### config.mk
export PLATFORM = sky130hd
export DESIGN_NAME = t16w_timer
export DESIGN_NICKNAME = d
export VERILOG_FILES = /design/src/core/t16w_pkg.sv /design/src/core/t16w_timer.sv
export VERILOG_INCLUDE_DIRS = /design/src /design/src/core
export SDC_FILE = /design/constraint.sdc
export NUM_CORES = 1
export LEC_CHECK = 0
export BUFFER_PORTS_ARGS = -buffer_cell sky130_fd_sc_hd__buf_4
export CAP_MARGIN = 40
export CORE_MARGIN = 2
export CORE_UTILIZATION = 48
export DETAILED_ROUTE_END_ITERATION = 16
export GPL_TIMING_DRIVEN = 0
export PLACE_DENSITY_LB_ADDON = 0.05
export SLEW_MARGIN = 20
export SYNTH_ARGS = -nofsm -noshare
export SYNTH_HDL_FRONTEND = slang
export SYNTH_SLANG_ARGS = --single-unit
### constraint.sdc
create_clock -name core_clk -period 6.02 [get_ports core_clk]
set_input_delay 0.903 -clock core_clk [delete_from_list [all_inputs] [get_ports core_clk]]
set_output_delay 0.903 -clock core_clk [all_outputs]
set_load 0.01 [all_outputs]
### src/core/t16w_defs.svh
// Register offsets, field positions, reset values and fixed tops of the 16-bit wave timer
`ifndef T16W_DEFS_SVH
`define T16W_DEFS_SVH

// Register word indices (byte address = 4 * index)
`define T16W_IDX_CTRL_A 8'h2F
`define T16W_IDX_CTRL_B 8'h2E
`define T16W_IDX_CMP_A 8'h30
`define T16W_IDX_CMP_B 8'h31
`define T16W_IDX_CAPTURE 8'h32
`define T16W_IDX_COUNT 8'h33
`define T16W_IDX_IRQ_STATUS 8'h34
`define T16W_IDX_IRQ_MASK 8'h35
`define T16W_IDX_PORT_DIR 8'h36
`define T16W_IDX_PORT_DATA 8'h37
`define T16W_IDX_TICK_DIV 8'h38

// Control A fields
`define T16W_ACT_A_HI 7
`define T16W_ACT_A_LO 6
`define T16W_ACT_B_HI 5
`define T16W_ACT_B_LO 4
`define T16W_WAVE_LOW_HI 1
`define T16W_WAVE_LOW_LO 0
`define T16W_CTRL_A_WMASK 8'hF3
// Control B fields
`define T16W_WAVE_HIGH_HI 4
`define T16W_WAVE_HIGH_LO 3

`define T16W_RESET_8 8'h00
`define T16W_RESET_16 16'h0000

// Interrupt status bits
`define T16W_IRQ_OVF 0
`define T16W_IRQ_CMP_A 1
`define T16W_IRQ_CMP_B 2

// Count limits
`define T16W_BOTTOM 16'h0000
`define T16W_MAX 16'hFFFF
`define T16W_TOP_8BIT 16'h00FF
`define T16W_TOP_9BIT 16'h01FF
`define T16W_TOP_10BIT 16'h03FF

`endif

### src/core/t16w_pkg.sv
// Types shared by the 16-bit wave timer
`default_nettype none
package t16w_pkg;
    typedef enum logic [3:0] {
        T16W_NORMAL = 4'h0,
        T16W_PC_8 = 4'h1,
        T16W_PC_9 = 4'h2,
        T16W_PC_10 = 4'h3,
        T16W_CTC_CMPA = 4'h4,
        T16W_FAST_8 = 4'h5,
        T16W_FAST_9 = 4'h6,
        T16W_FAST_10 = 4'h7,
        T16W_PFC_CAP = 4'h8,
        T16W_PFC_CMPA = 4'h9,
        T16W_PC_CAP = 4'hA,
        T16W_PC_CMPA = 4'hB,
        T16W_CTC_CAP = 4'hC,
        T16W_RESERVED = 4'hD,
        T16W_FAST_CAP = 4'hE,
        T16W_FAST_CMPA = 4'hF
    } t16w_mode_e;

    typedef enum logic [1:0] {
        T16W_FAM_NORMAL = 2'b00,
        T16W_FAM_FAST = 2'b01,
        T16W_FAM_PHASE = 2'b10,
        T16W_FAM_PFC = 2'b11
    } t16w_family_e;

    // Counting direction of the dual-slope modes
    typedef enum logic {
        T16W_UP = 1'b0,
        T16W_DOWN = 1'b1
    } t16w_dir_e;
endpackage : t16w_pkg
`default_nettype wire

### src/core/t16w_timer.sv
// Wave-mode and compare-output logic of a 16-bit timer with an Avalon-MM slave
`include "t16w_defs.svh"
`default_nettype none

// How it works
// [RQ1] Everything runs on core_clk; the tick enable gates counting and flag updates.
// [RQ2] Double-buffered compare values load from buffer only at the mode's update point.
// [RQ3] Phase-and-frequency-correct modes load buffers at bottom; overflow flag at bottom, as in phase-correct modes.
// [RQ4] Nonzero output action hands the pin from port data to the compare output.
// [RQ5] Pin driver is enabled only while the direction bit for that pin is set.
// [RQ6] Non-PWM actions: 00 off, 01 toggle, 10 clear, 11 set on match.
// [RQ7] Fast PWM action 01: off if top bit 0, else toggle A, B reserved.
// [RQ8] Fast PWM 10 clears on match, sets at bottom; 11 inverts that.
// [RQ9] Fast PWM: compare equal to top with upper action bit set ignores match.
// [RQ10] Phase modes 10: clear on up match, set on down match; 11 reversed.
// [RQ11] Phase modes action 01: off if top bit 0, else toggle A, B reserved.
// [RQ12] Mode low bits sit at control A bits 1:0, high bits in control B.
// [RQ13] Mode selects normal, clear-on-match, fast, phase, phase-frequency; 13 reserved.
// [RQ14] Modes 0, 4, 12: tops max, compare A, capture; immediate load; overflow at max.
// [RQ15] Phase modes 1-3, 10, 11: fixed or register top; load at top; overflow at bottom.
// [RQ16] Modes 8, 9: top from capture or compare A; load and overflow at bottom.
// [RQ17] Fast modes 5-7, 14, 15: load at bottom, overflow at top.
// [RQ18] Mode high bits live at control B bits 4:3.
// [RQ19] Control A bits 3:2 read zero, ignore writes; all fields reset to zero.
module t16w_timer (
    input wire logic core_clk,
    input wire logic nrst,
    input wire logic [9:0] avs_address,
    input wire logic avs_read,
    input wire logic avs_write,
    input wire logic [31:0] avs_writedata,
    input wire logic [3:0] avs_byteenable,
    output logic [31:0] avs_readdata,
    output logic avs_waitrequest,
    output logic irq,
    output logic wave_out_a,
    output logic wave_out_a_oe,
    output logic wave_out_b,
    output logic wave_out_b_oe
);

    // ------------------------------------------------------------
    // Helpers
    // ------------------------------------------------------------
    function automatic logic [15:0] merge16(input logic [15:0] old, input logic [31:0] wd,
                                             input logic [3:0] be);
        merge16 = {be[1] ? wd[15:8] : old[15:8], be[0] ? wd[7:0] : old[7:0]};
    endfunction : merge16

    // Next output level given action bits and a match/bottom event in a PWM family
    function automatic logic pwm_level(input logic [1:0] act, input logic cur, input logic ev_clr);
        pwm_level = (act == 2'b10) ? ~ev_clr : ((act == 2'b11) ? ev_clr : cur);
    endfunction : pwm_level

    // ------------------------------------------------------------
    // Registers
    // ------------------------------------------------------------
    logic [7:0] ctrl_a;
    logic [1:0] wave_mode_high_bits;
    logic [15:0] cmp_buf_a, cmp_buf_b, compare_value_a, compare_value_b;
    logic [15:0] capture_value, count_value, tick_div, tick_cnt;
    logic [2:0] irq_status, irq_mask;
    logic [1:0] port_dir, port_data;
    logic wave_a, wave_b, count_dir, ack;

    // ------------------------------------------------------------
    // Bus decode
    // ------------------------------------------------------------
    wire logic [7:0] idx = avs_address[9:2];
    wire logic wr = avs_write && ack;
    wire logic be0 = avs_byteenable[0];
    wire logic wr_ca = wr && idx == `T16W_IDX_CTRL_A && be0;
    wire logic wr_cb = wr && idx == `T16W_IDX_CTRL_B && be0;
    wire logic wr_cmpa = wr && idx == `T16W_IDX_CMP_A;
    wire logic wr_cmpb = wr && idx == `T16W_IDX_CMP_B;
    wire logic wr_cap = wr && idx == `T16W_IDX_CAPTURE;
    wire logic wr_cnt = wr && idx == `T16W_IDX_COUNT;
    wire logic wr_ist = wr && idx == `T16W_IDX_IRQ_STATUS && be0;
    wire logic wr_imk = wr && idx == `T16W_IDX_IRQ_MASK && be0;
    wire logic wr_dir = wr && idx == `T16W_IDX_PORT_DIR && be0;
    wire logic wr_dat = wr && idx == `T16W_IDX_PORT_DATA && be0;
    wire logic wr_div = wr && idx == `T16W_IDX_TICK_DIV;

    // One wait cycle, then acknowledge for one cycle
    assign avs_waitrequest = (avs_read || avs_write) && !ack;

    // ------------------------------------------------------------
    // Mode decode
    // ------------------------------------------------------------
    wire logic [1:0] wave_mode_low_bits = ctrl_a[`T16W_WAVE_LOW_HI:`T16W_WAVE_LOW_LO];
    wire logic [3:0] wave_mode_select = {wave_mode_high_bits, wave_mode_low_bits}; // [RQ12]
    wire logic wave_mode_top_bit = wave_mode_select[3];
    wire logic [1:0] chan_a_output_action = ctrl_a[`T16W_ACT_A_HI:`T16W_ACT_A_LO];
    wire logic [1:0] chan_b_output_action = ctrl_a[`T16W_ACT_B_HI:`T16W_ACT_B_LO];
    t16w_pkg::t16w_mode_e mode;
    t16w_pkg::t16w_family_e fam;
    logic [15:0] top;
    assign mode = t16w_pkg::t16w_mode_e'(wave_mode_select);

    always_comb
    begin
        fam = t16w_pkg::T16W_FAM_NORMAL;
        top = `T16W_MAX;
        case (mode) // [RQ13]
            t16w_pkg::T16W_NORMAL: top = `T16W_MAX; // [RQ14]
            t16w_pkg::T16W_CTC_CMPA: top = compare_value_a;
            t16w_pkg::T16W_CTC_CAP: top = capture_value;
            t16w_pkg::T16W_PC_8:
            begin
                fam = t16w_pkg::T16W_FAM_PHASE; // [RQ15]
                top = `T16W_TOP_8BIT;
            end
            t16w_pkg::T16W_PC_9:
            begin
                fam = t16w_pkg::T16W_FAM_PHASE;
                top = `T16W_TOP_9BIT;
            end
            t16w_pkg::T16W_PC_10:
            begin
                fam = t16w_pkg::T16W_FAM_PHASE;
                top = `T16W_TOP_10BIT;
            end
            t16w_pkg::T16W_PC_CAP:
            begin
                fam = t16w_pkg::T16W_FAM_PHASE;
                top = capture_value;
            end
            t16w_pkg::T16W_PC_CMPA:
            begin
                fam = t16w_pkg::T16W_FAM_PHASE;
                top = compare_value_a;
            end
            t16w_pkg::T16W_FAST_8:
            begin
                fam = t16w_pkg::T16W_FAM_FAST; // [RQ17]
                top = `T16W_TOP_8BIT;
            end
            t16w_pkg::T16W_FAST_9:
            begin
                fam = t16w_pkg::T16W_FAM_FAST;
                top = `T16W_TOP_9BIT;
            end
            t16w_pkg::T16W_FAST_10:
            begin
                fam = t16w_pkg::T16W_FAM_FAST;
                top = `T16W_TOP_10BIT;
            end
            t16w_pkg::T16W_FAST_CAP:
            begin
                fam = t16w_pkg::T16W_FAM_FAST;
                top = capture_value;
            end
            t16w_pkg::T16W_FAST_CMPA:
            begin
                fam = t16w_pkg::T16W_FAM_FAST;
                top = compare_value_a;
            end
            t16w_pkg::T16W_PFC_CAP:
            begin
                fam = t16w_pkg::T16W_FAM_PFC; // [RQ16]
                top = capture_value;
            end
            t16w_pkg::T16W_PFC_CMPA:
            begin
                fam = t16w_pkg::T16W_FAM_PFC;
                top = compare_value_a;
            end
            // Reserved mode: counter holds, outputs hold
            default: top = `T16W_MAX;
        endcase
    end

    wire logic reserved = (mode == t16w_pkg::T16W_RESERVED); // [RQ13]
    wire logic dual = (fam == t16w_pkg::T16W_FAM_PHASE) || (fam == t16w_pkg::T16W_FAM_PFC);
    wire logic buffered = (fam != t16w_pkg::T16W_FAM_NORMAL);

    // ------------------------------------------------------------
    // Tick enable divider
    // ------------------------------------------------------------
    wire logic tick_wrap = (tick_cnt >= tick_div);
    wire logic timer_tick = tick_wrap && !reserved; // [RQ1]

    // ------------------------------------------------------------
    // Count sequence
    // ------------------------------------------------------------
    wire logic at_top = (count_value == top);
    wire logic at_bottom = (count_value == `T16W_BOTTOM);
    logic [15:0] next_count;
    logic next_dir;
    always_comb
    begin
        next_count = count_value + 16'h0001;
        next_dir = count_dir;
        if (dual)
        begin
            if (count_dir == t16w_pkg::T16W_DOWN)
            begin
                if (at_bottom)
                begin
                    next_dir = t16w_pkg::T16W_UP;
                    next_count = count_value + 16'h0001;
                end
                else
                    next_count = count_value - 16'h0001;
            end
            else if (at_top || count_value > top)
            begin
                next_dir = t16w_pkg::T16W_DOWN;
                next_count = count_value - 16'h0001;
            end
        end
        else if (at_top)
            next_count = `T16W_BOTTOM;
    end

    // Update point of the compare buffers and overflow point per family
    wire logic load_pt = (fam == t16w_pkg::T16W_FAM_PHASE) ? at_top : at_bottom; // [RQ2] [RQ3]
    wire logic ovf_pt = (fam == t16w_pkg::T16W_FAM_NORMAL) ? (count_value == `T16W_MAX) :
                        (fam == t16w_pkg::T16W_FAM_FAST) ? at_top :
                        (at_bottom && count_dir == t16w_pkg::T16W_DOWN); // [RQ14] [RQ15] [RQ16]
    wire logic match_a = (count_value == compare_value_a);
    wire logic match_b = (count_value == compare_value_b);
    wire logic going_down = dual && (count_dir == t16w_pkg::T16W_DOWN || at_top);

    // ------------------------------------------------------------
    // Waveform generation
    // ------------------------------------------------------------
    logic next_wave_a, next_wave_b;
    always_comb
    begin
        next_wave_a = wave_a;
        next_wave_b = wave_b;
        case (fam)
            t16w_pkg::T16W_FAM_NORMAL:
            begin
                if (match_a) // [RQ6]
                    next_wave_a = chan_a_output_action[1] ? chan_a_output_action[0] :
                                  (chan_a_output_action[0] ? ~wave_a : wave_a);
                if (match_b)
                    next_wave_b = chan_b_output_action[1] ? chan_b_output_action[0] :
                                  (chan_b_output_action[0] ? ~wave_b : wave_b);
            end
            t16w_pkg::T16W_FAM_FAST:
            begin
                // Match ignored when compare sits at top with upper action bit set; bottom still acts [RQ9]
                if (match_a && !(compare_value_a == top && chan_a_output_action[1]))
                    next_wave_a = (chan_a_output_action == 2'b01) ? ~wave_a : // [RQ7]
                                  pwm_level(chan_a_output_action, wave_a, 1'b1); // [RQ8]
                else if (at_bottom)
                    next_wave_a = pwm_level(chan_a_output_action, wave_a, 1'b0);
                if (match_b && !(compare_value_b == top && chan_b_output_action[1]))
                    next_wave_b = pwm_level(chan_b_output_action, wave_b, 1'b1);
                else if (at_bottom)
                    next_wave_b = pwm_level(chan_b_output_action, wave_b, 1'b0);
            end
            default:
            begin
                if (match_a) // [RQ10] [RQ11]
                    next_wave_a = (chan_a_output_action == 2'b01) ? ~wave_a :
                                  pwm_level(chan_a_output_action, wave_a, !going_down);
                if (match_b)
                    next_wave_b = pwm_level(chan_b_output_action, wave_b, !going_down);
            end
        endcase
    end

    // Action 01 connects only A and only with the top mode bit set in PWM families
    wire logic conn_a = buffered ? (chan_a_output_action[1] ||
                        (chan_a_output_action[0] && wave_mode_top_bit)) :
                        (chan_a_output_action != 2'b00); // [RQ4] [RQ7] [RQ11]
    wire logic conn_b = buffered ? chan_b_output_action[1] : (chan_b_output_action != 2'b00);
    assign wave_out_a = conn_a ? wave_a : port_data[0]; // [RQ4]
    assign wave_out_b = conn_b ? wave_b : port_data[1];
    assign wave_out_a_oe = port_dir[0]; // [RQ5]
    assign wave_out_b_oe = port_dir[1];

    // ------------------------------------------------------------
    // Interrupts
    // ------------------------------------------------------------
    wire logic [2:0] irq_set = timer_tick ? {match_b, match_a, ovf_pt} : 3'b000;
    assign irq = |(irq_status & irq_mask);

    // ------------------------------------------------------------
    // Read mux
    // ------------------------------------------------------------
    logic [31:0] rd_mux;
    always_comb
    begin
        case (idx)
            `T16W_IDX_CTRL_A: rd_mux = {24'h00_0000, ctrl_a}; // [RQ19]
            `T16W_IDX_CTRL_B: rd_mux = {27'h000_0000, wave_mode_high_bits, 3'b000}; // [RQ18]
            `T16W_IDX_CMP_A: rd_mux = {16'h0000, cmp_buf_a};
            `T16W_IDX_CMP_B: rd_mux = {16'h0000, cmp_buf_b};
            `T16W_IDX_CAPTURE: rd_mux = {16'h0000, capture_value};
            `T16W_IDX_COUNT: rd_mux = {16'h0000, count_value};
            `T16W_IDX_IRQ_STATUS: rd_mux = {29'h0000_0000, irq_status};
            `T16W_IDX_IRQ_MASK: rd_mux = {29'h0000_0000, irq_mask};
            `T16W_IDX_PORT_DIR: rd_mux = {30'h0000_0000, port_dir};
            `T16W_IDX_PORT_DATA: rd_mux = {30'h0000_0000, port_data};
            `T16W_IDX_TICK_DIV: rd_mux = {16'h0000, tick_div};
            default: rd_mux = 32'h0000_0000;
        endcase
    end

    // ------------------------------------------------------------
    // Bus side state
    // ------------------------------------------------------------
    always_ff @(posedge core_clk or negedge nrst)
    begin
        if (!nrst)
        begin
            ack <= 1'b0;
            avs_readdata <= 32'h0000_0000;
        end
        else
        begin
            ack <= (avs_read || avs_write) && !ack;
            if (avs_read && !ack)
                avs_readdata <= rd_mux;
        end
    end

    always_ff @(posedge core_clk or negedge nrst)
    begin
        if (!nrst)
        begin
            ctrl_a <= `T16W_RESET_8; // [RQ19]
            wave_mode_high_bits <= 2'b00;
            capture_value <= `T16W_RESET_16;
            irq_mask <= 3'b000;
            port_dir <= 2'b00;
            port_data <= 2'b00;
            tick_div <= `T16W_RESET_16;
        end
        else
        begin
            if (wr_ca)
                ctrl_a <= avs_writedata[7:0] & `T16W_CTRL_A_WMASK; // [RQ19]
            if (wr_cb)
                wave_mode_high_bits <= avs_writedata[`T16W_WAVE_HIGH_HI:`T16W_WAVE_HIGH_LO];
            if (wr_cap)
                capture_value <= merge16(capture_value, avs_writedata, avs_byteenable);
            if (wr_imk)
                irq_mask <= avs_writedata[2:0];
            if (wr_dir)
                port_dir <= avs_writedata[1:0];
            if (wr_dat)
                port_data <= avs_writedata[1:0];
            if (wr_div)
                tick_div <= merge16(tick_div, avs_writedata, avs_byteenable);
        end
    end

    // ------------------------------------------------------------
    // Timer core
    // ------------------------------------------------------------
    always_ff @(posedge core_clk or negedge nrst)
    begin
        if (!nrst)
        begin
            tick_cnt <= `T16W_RESET_16;
            count_value <= `T16W_RESET_16;
            count_dir <= t16w_pkg::T16W_UP;
            cmp_buf_a <= `T16W_RESET_16;
            cmp_buf_b <= `T16W_RESET_16;
            compare_value_a <= `T16W_RESET_16;
            compare_value_b <= `T16W_RESET_16;
            wave_a <= 1'b0;
            wave_b <= 1'b0;
            irq_status <= 3'b000;
        end
        else
        begin
            tick_cnt <= tick_wrap ? `T16W_RESET_16 : tick_cnt + 16'h0001;
            if (wr_cmpa)
                cmp_buf_a <= merge16(cmp_buf_a, avs_writedata, avs_byteenable);
            if (wr_cmpb)
                cmp_buf_b <= merge16(cmp_buf_b, avs_writedata, avs_byteenable);
            // Software write to the counter wins over the tick
            if (wr_cnt)
                count_value <= merge16(count_value, avs_writedata, avs_byteenable);
            else if (timer_tick) // [RQ1]
            begin
                count_value <= next_count;
                count_dir <= next_dir;
                wave_a <= next_wave_a;
                wave_b <= next_wave_b;
            end
            if (!buffered) // [RQ14]
            begin
                compare_value_a <= cmp_buf_a;
                compare_value_b <= cmp_buf_b;
            end
            else if (timer_tick && load_pt) // [RQ2] [RQ3]
            begin
                compare_value_a <= cmp_buf_a;
                compare_value_b <= cmp_buf_b;
            end
            // Set wins over a write-one clear
            irq_status <= (irq_status & ~(wr_ist ? avs_writedata[2:0] : 3'b000)) | irq_set;
        end
    end

endmodule : t16w_timer
`default_nettype wire

==> results.cfg <==
[sta]
setup_viol = 0
tightest_slew_ps = 928
fmax_ghz = 0.193
post-route-min-period_ps = 5190
whs_ps = 407
tns_ps = 0
min_period_over_period_pct = 86.2
timing.max_slew.rel_slack_pct = 37.6
slew_viol_final = 0
rsz0062_at_grt = no
final-hold-violation-count = 0
skew_ps = 17.3

[setup_path]
cp_top_family = simple AND/OR/NAND/NOR gates
crit_slowest_cell = buf_1
crit_type = flop to flop
worstPathArrival_ps = 5550
critPathLaunchType = flop
crit_buf_inv = 3
critPathMaxStageDelay_ps = 670
r2r_setup_slack_ps = 830
path_max_fanout = 10
endpoint_kind = flop
crit_required_ps = 6380
r2r_end = count_value[4]
critPathLaunch = ctrl_a[1]
cp_common_cell = buf_1
r2r_cells = 14
crit_chain = buf_2 -> buf_1 -> buf_1 -> a2bb2oi_1 -> ha_1 -> nand4_1 -> nor4_1 -> a21oi_1 -> o211ai_1 -> nand2_1 -> nor2_2 -> a221oi_1 -> or3_1 -> a31oi_1
r2r_start = ctrl_a[1]

[run_status]
outcome = finished, final reports clean

[placement]
post-place-cells = 1528
io_buffer_count = 46
globalplace.congestion = 0.944
dp_hpwl_um = 28600
place_area_mm2 = 0.0118

[routing]
viasPerCell = 6.22
drt-total-wl_um = 37600
drt-initial-drc-count = 973
wire_per_inst_um = 24.1
detail-route-antenna-nets = 0
vias = 9722
drcViolationCount = 0
drtPass1Iterations = 6

[power_and_ir_drop]
max-vdd-ir-drop_uv = 117
power_density_mw_per_mm2 = 206
leakage_uw = 0.00569

[final_layout]
area_growth_pct = 13.0
drive_gt1_share_pct = 15.7
fin_cells = 1562
layout_commonest_cell = dfrtp_1
diodes = 0
final_area_mm2 = 0.0124
post-route-util_pct = 54.9
nNetsFinal = 1350
mostFrequentLayoutCells = dfrtp_1, nand2_1, nor2_1

[synth]
ys_async_sr_fraction_pct = 100
syn_area_mm2 = 0.0109
synth-edff-count = 0
syn_inst = 1180
synth_top_area_share_pct = 38.0
ys_seq_area_share_pct = 38.0
synth.area.top_cells = dfrtp_1, mux2_2, ha_1
synthDistinctLibCells = 81
ys.flop_type = dfrtp_1
yosysTopAreaCell = dfrtp_1
yosysWarnings = 0
avgSynthCellArea_um2 = 9.27
ys_seq_elements = 166

[clocking]
cts_made_buffers = 17
clockBufferDepth = 2
tritoncts = yes
clk_pin_slew_ps = 80
htreeDepth = 4
cts.sinks = 166
holdBufCountCts = 0
cts-root-buf = clkbuf_16
postCtsResizedCells = 0
cts_setup_buffers = 0
clock_latency_ps = 440

[grt]
grt_pass1_wl_um = 57100
grt_pass1_vias = 9209
grt_antenna_before_repair = 0
grt_max_degree = 91
grt-ovfl-total = 0
grt_util_all_layers_pct = 32.0

[floorplanning]
die_area_mm2 = 0.0240
core_mm2 = 0.0225
die_w_um = 155
fp-row-count = 55
initial_utilization_pct = 48.6
pin_count = 88
dieHeight_um = 155

[flow_run]
cap_violations = 0

[hold_path]
hold_class = primary input to async pin
[final cells by class]
| cell class | instances | area (µm²) |
|---|---|---|
| fillers | 2099 | 10100 |
| multi-input cells | 880 | 6210 |
| flip-flops and latches | 166 | 4150 |
| plain buffers | 93 | 440 |
| clock buffers | 18 | 429 |
| repair buffers | 50 | 404 |
| well taps | 285 | 357 |
| inverters | 56 | 210 |
| clock inverters | 14 | 159 |
[report_power, final]
| part | total (µW) | switching, µW | internal, µW |
|---|---|---|---|
| clock | 1120 | 526 | 590 |
| sequential | 1150 | 21.8 | 1130 |
| combinational | 278 | 178 | 101 |
| total | 2550 | 725 | 1820 |
[how the worst max path moves through the flow]
stage,end,slack (ps),cells past startpoint
6_report,count_value[4],830,14
5_1_grt,count_value[4],680,14
4_1_cts,count_value[4],990,14
3_5_place_dp,count_value[4],1030,14
3_3_place_gp,count_value[4],980,14
2_1_floorplan,count_value[9],2260,18
[per-layer routing]
layer	part of all wire, %	GRT usage, %	routed length [µm]
met1	45	46.3	17100
met3	7.2	5.85	2710
met2	44	48.0	16700
met4	3.1	11.7	1160
met5	0	0	0
[logic make-up (layout without fill, tap and decap cells)]
group	after synthesis	after routing	share of synthesized area, %
and+or+nand+nor	363	363	16.3
AOI/OAI and AO/OA	286	286	17.7
DFF	166	166	38.0
buffers and inverters	149	231	5.95
muxes	119	119	13.1
xor gates and xnor gates	60	60	4.80
adders and majority gates	36	36	4.12
other	1	16	0.0343
[metrics by stage]
step / setup slack [ps] / total power [µW]
floorplan: 2260 / 1320
global placement: 984 / 1440
detailed placement: 1030 / 1450
CTS: 994 / 2560
global route: 681 / 2640
finish: 830 / 2550
[cells in the mapped netlist (7+ instances only)]
cell,instances
mux2i_1,7
xor2_1,31
buf_2,10
nand3b_1,8
a221oi_1,12
xnor2_1,29
nor2_1,86
a22oi_1,17
o221ai_1,8
clkbuf_1,54
o22ai_1,8
a21o_1,7
nand3_1,36
o21ai_1,7
mux2_1,36
nand2_1,110
o211ai_1,11
nor2b_1,9
nor3_1,17
a21oi_1,39
o21a_1,8
mux2_2,67
dfrtp_1,166
ha_1,36
o21ai_0,71
a31oi_1,25
buf_1,10
nand2b_1,17
buf_4,17
mux4_2,9
nand4_1,16
nor4_1,11
and3_1,14
inv_1,55
and2_1,9
[registers in the layout, summed over array words and instances (netlist names), 2 cells and up]
signal               count
tick_div                16
compare_value_b         16
compare_value_a         16
capture_value           16
cmp_buf_b               16
ctrl_a                   6
irq_mask                 3
wave_mode_high_bits      2
tick_cnt                16
cmp_buf_a               16
count_value             16
avs_readdata            16
irq_status               3
port_data                2
port_dir                 2
(Power assumes the default switching activity.)
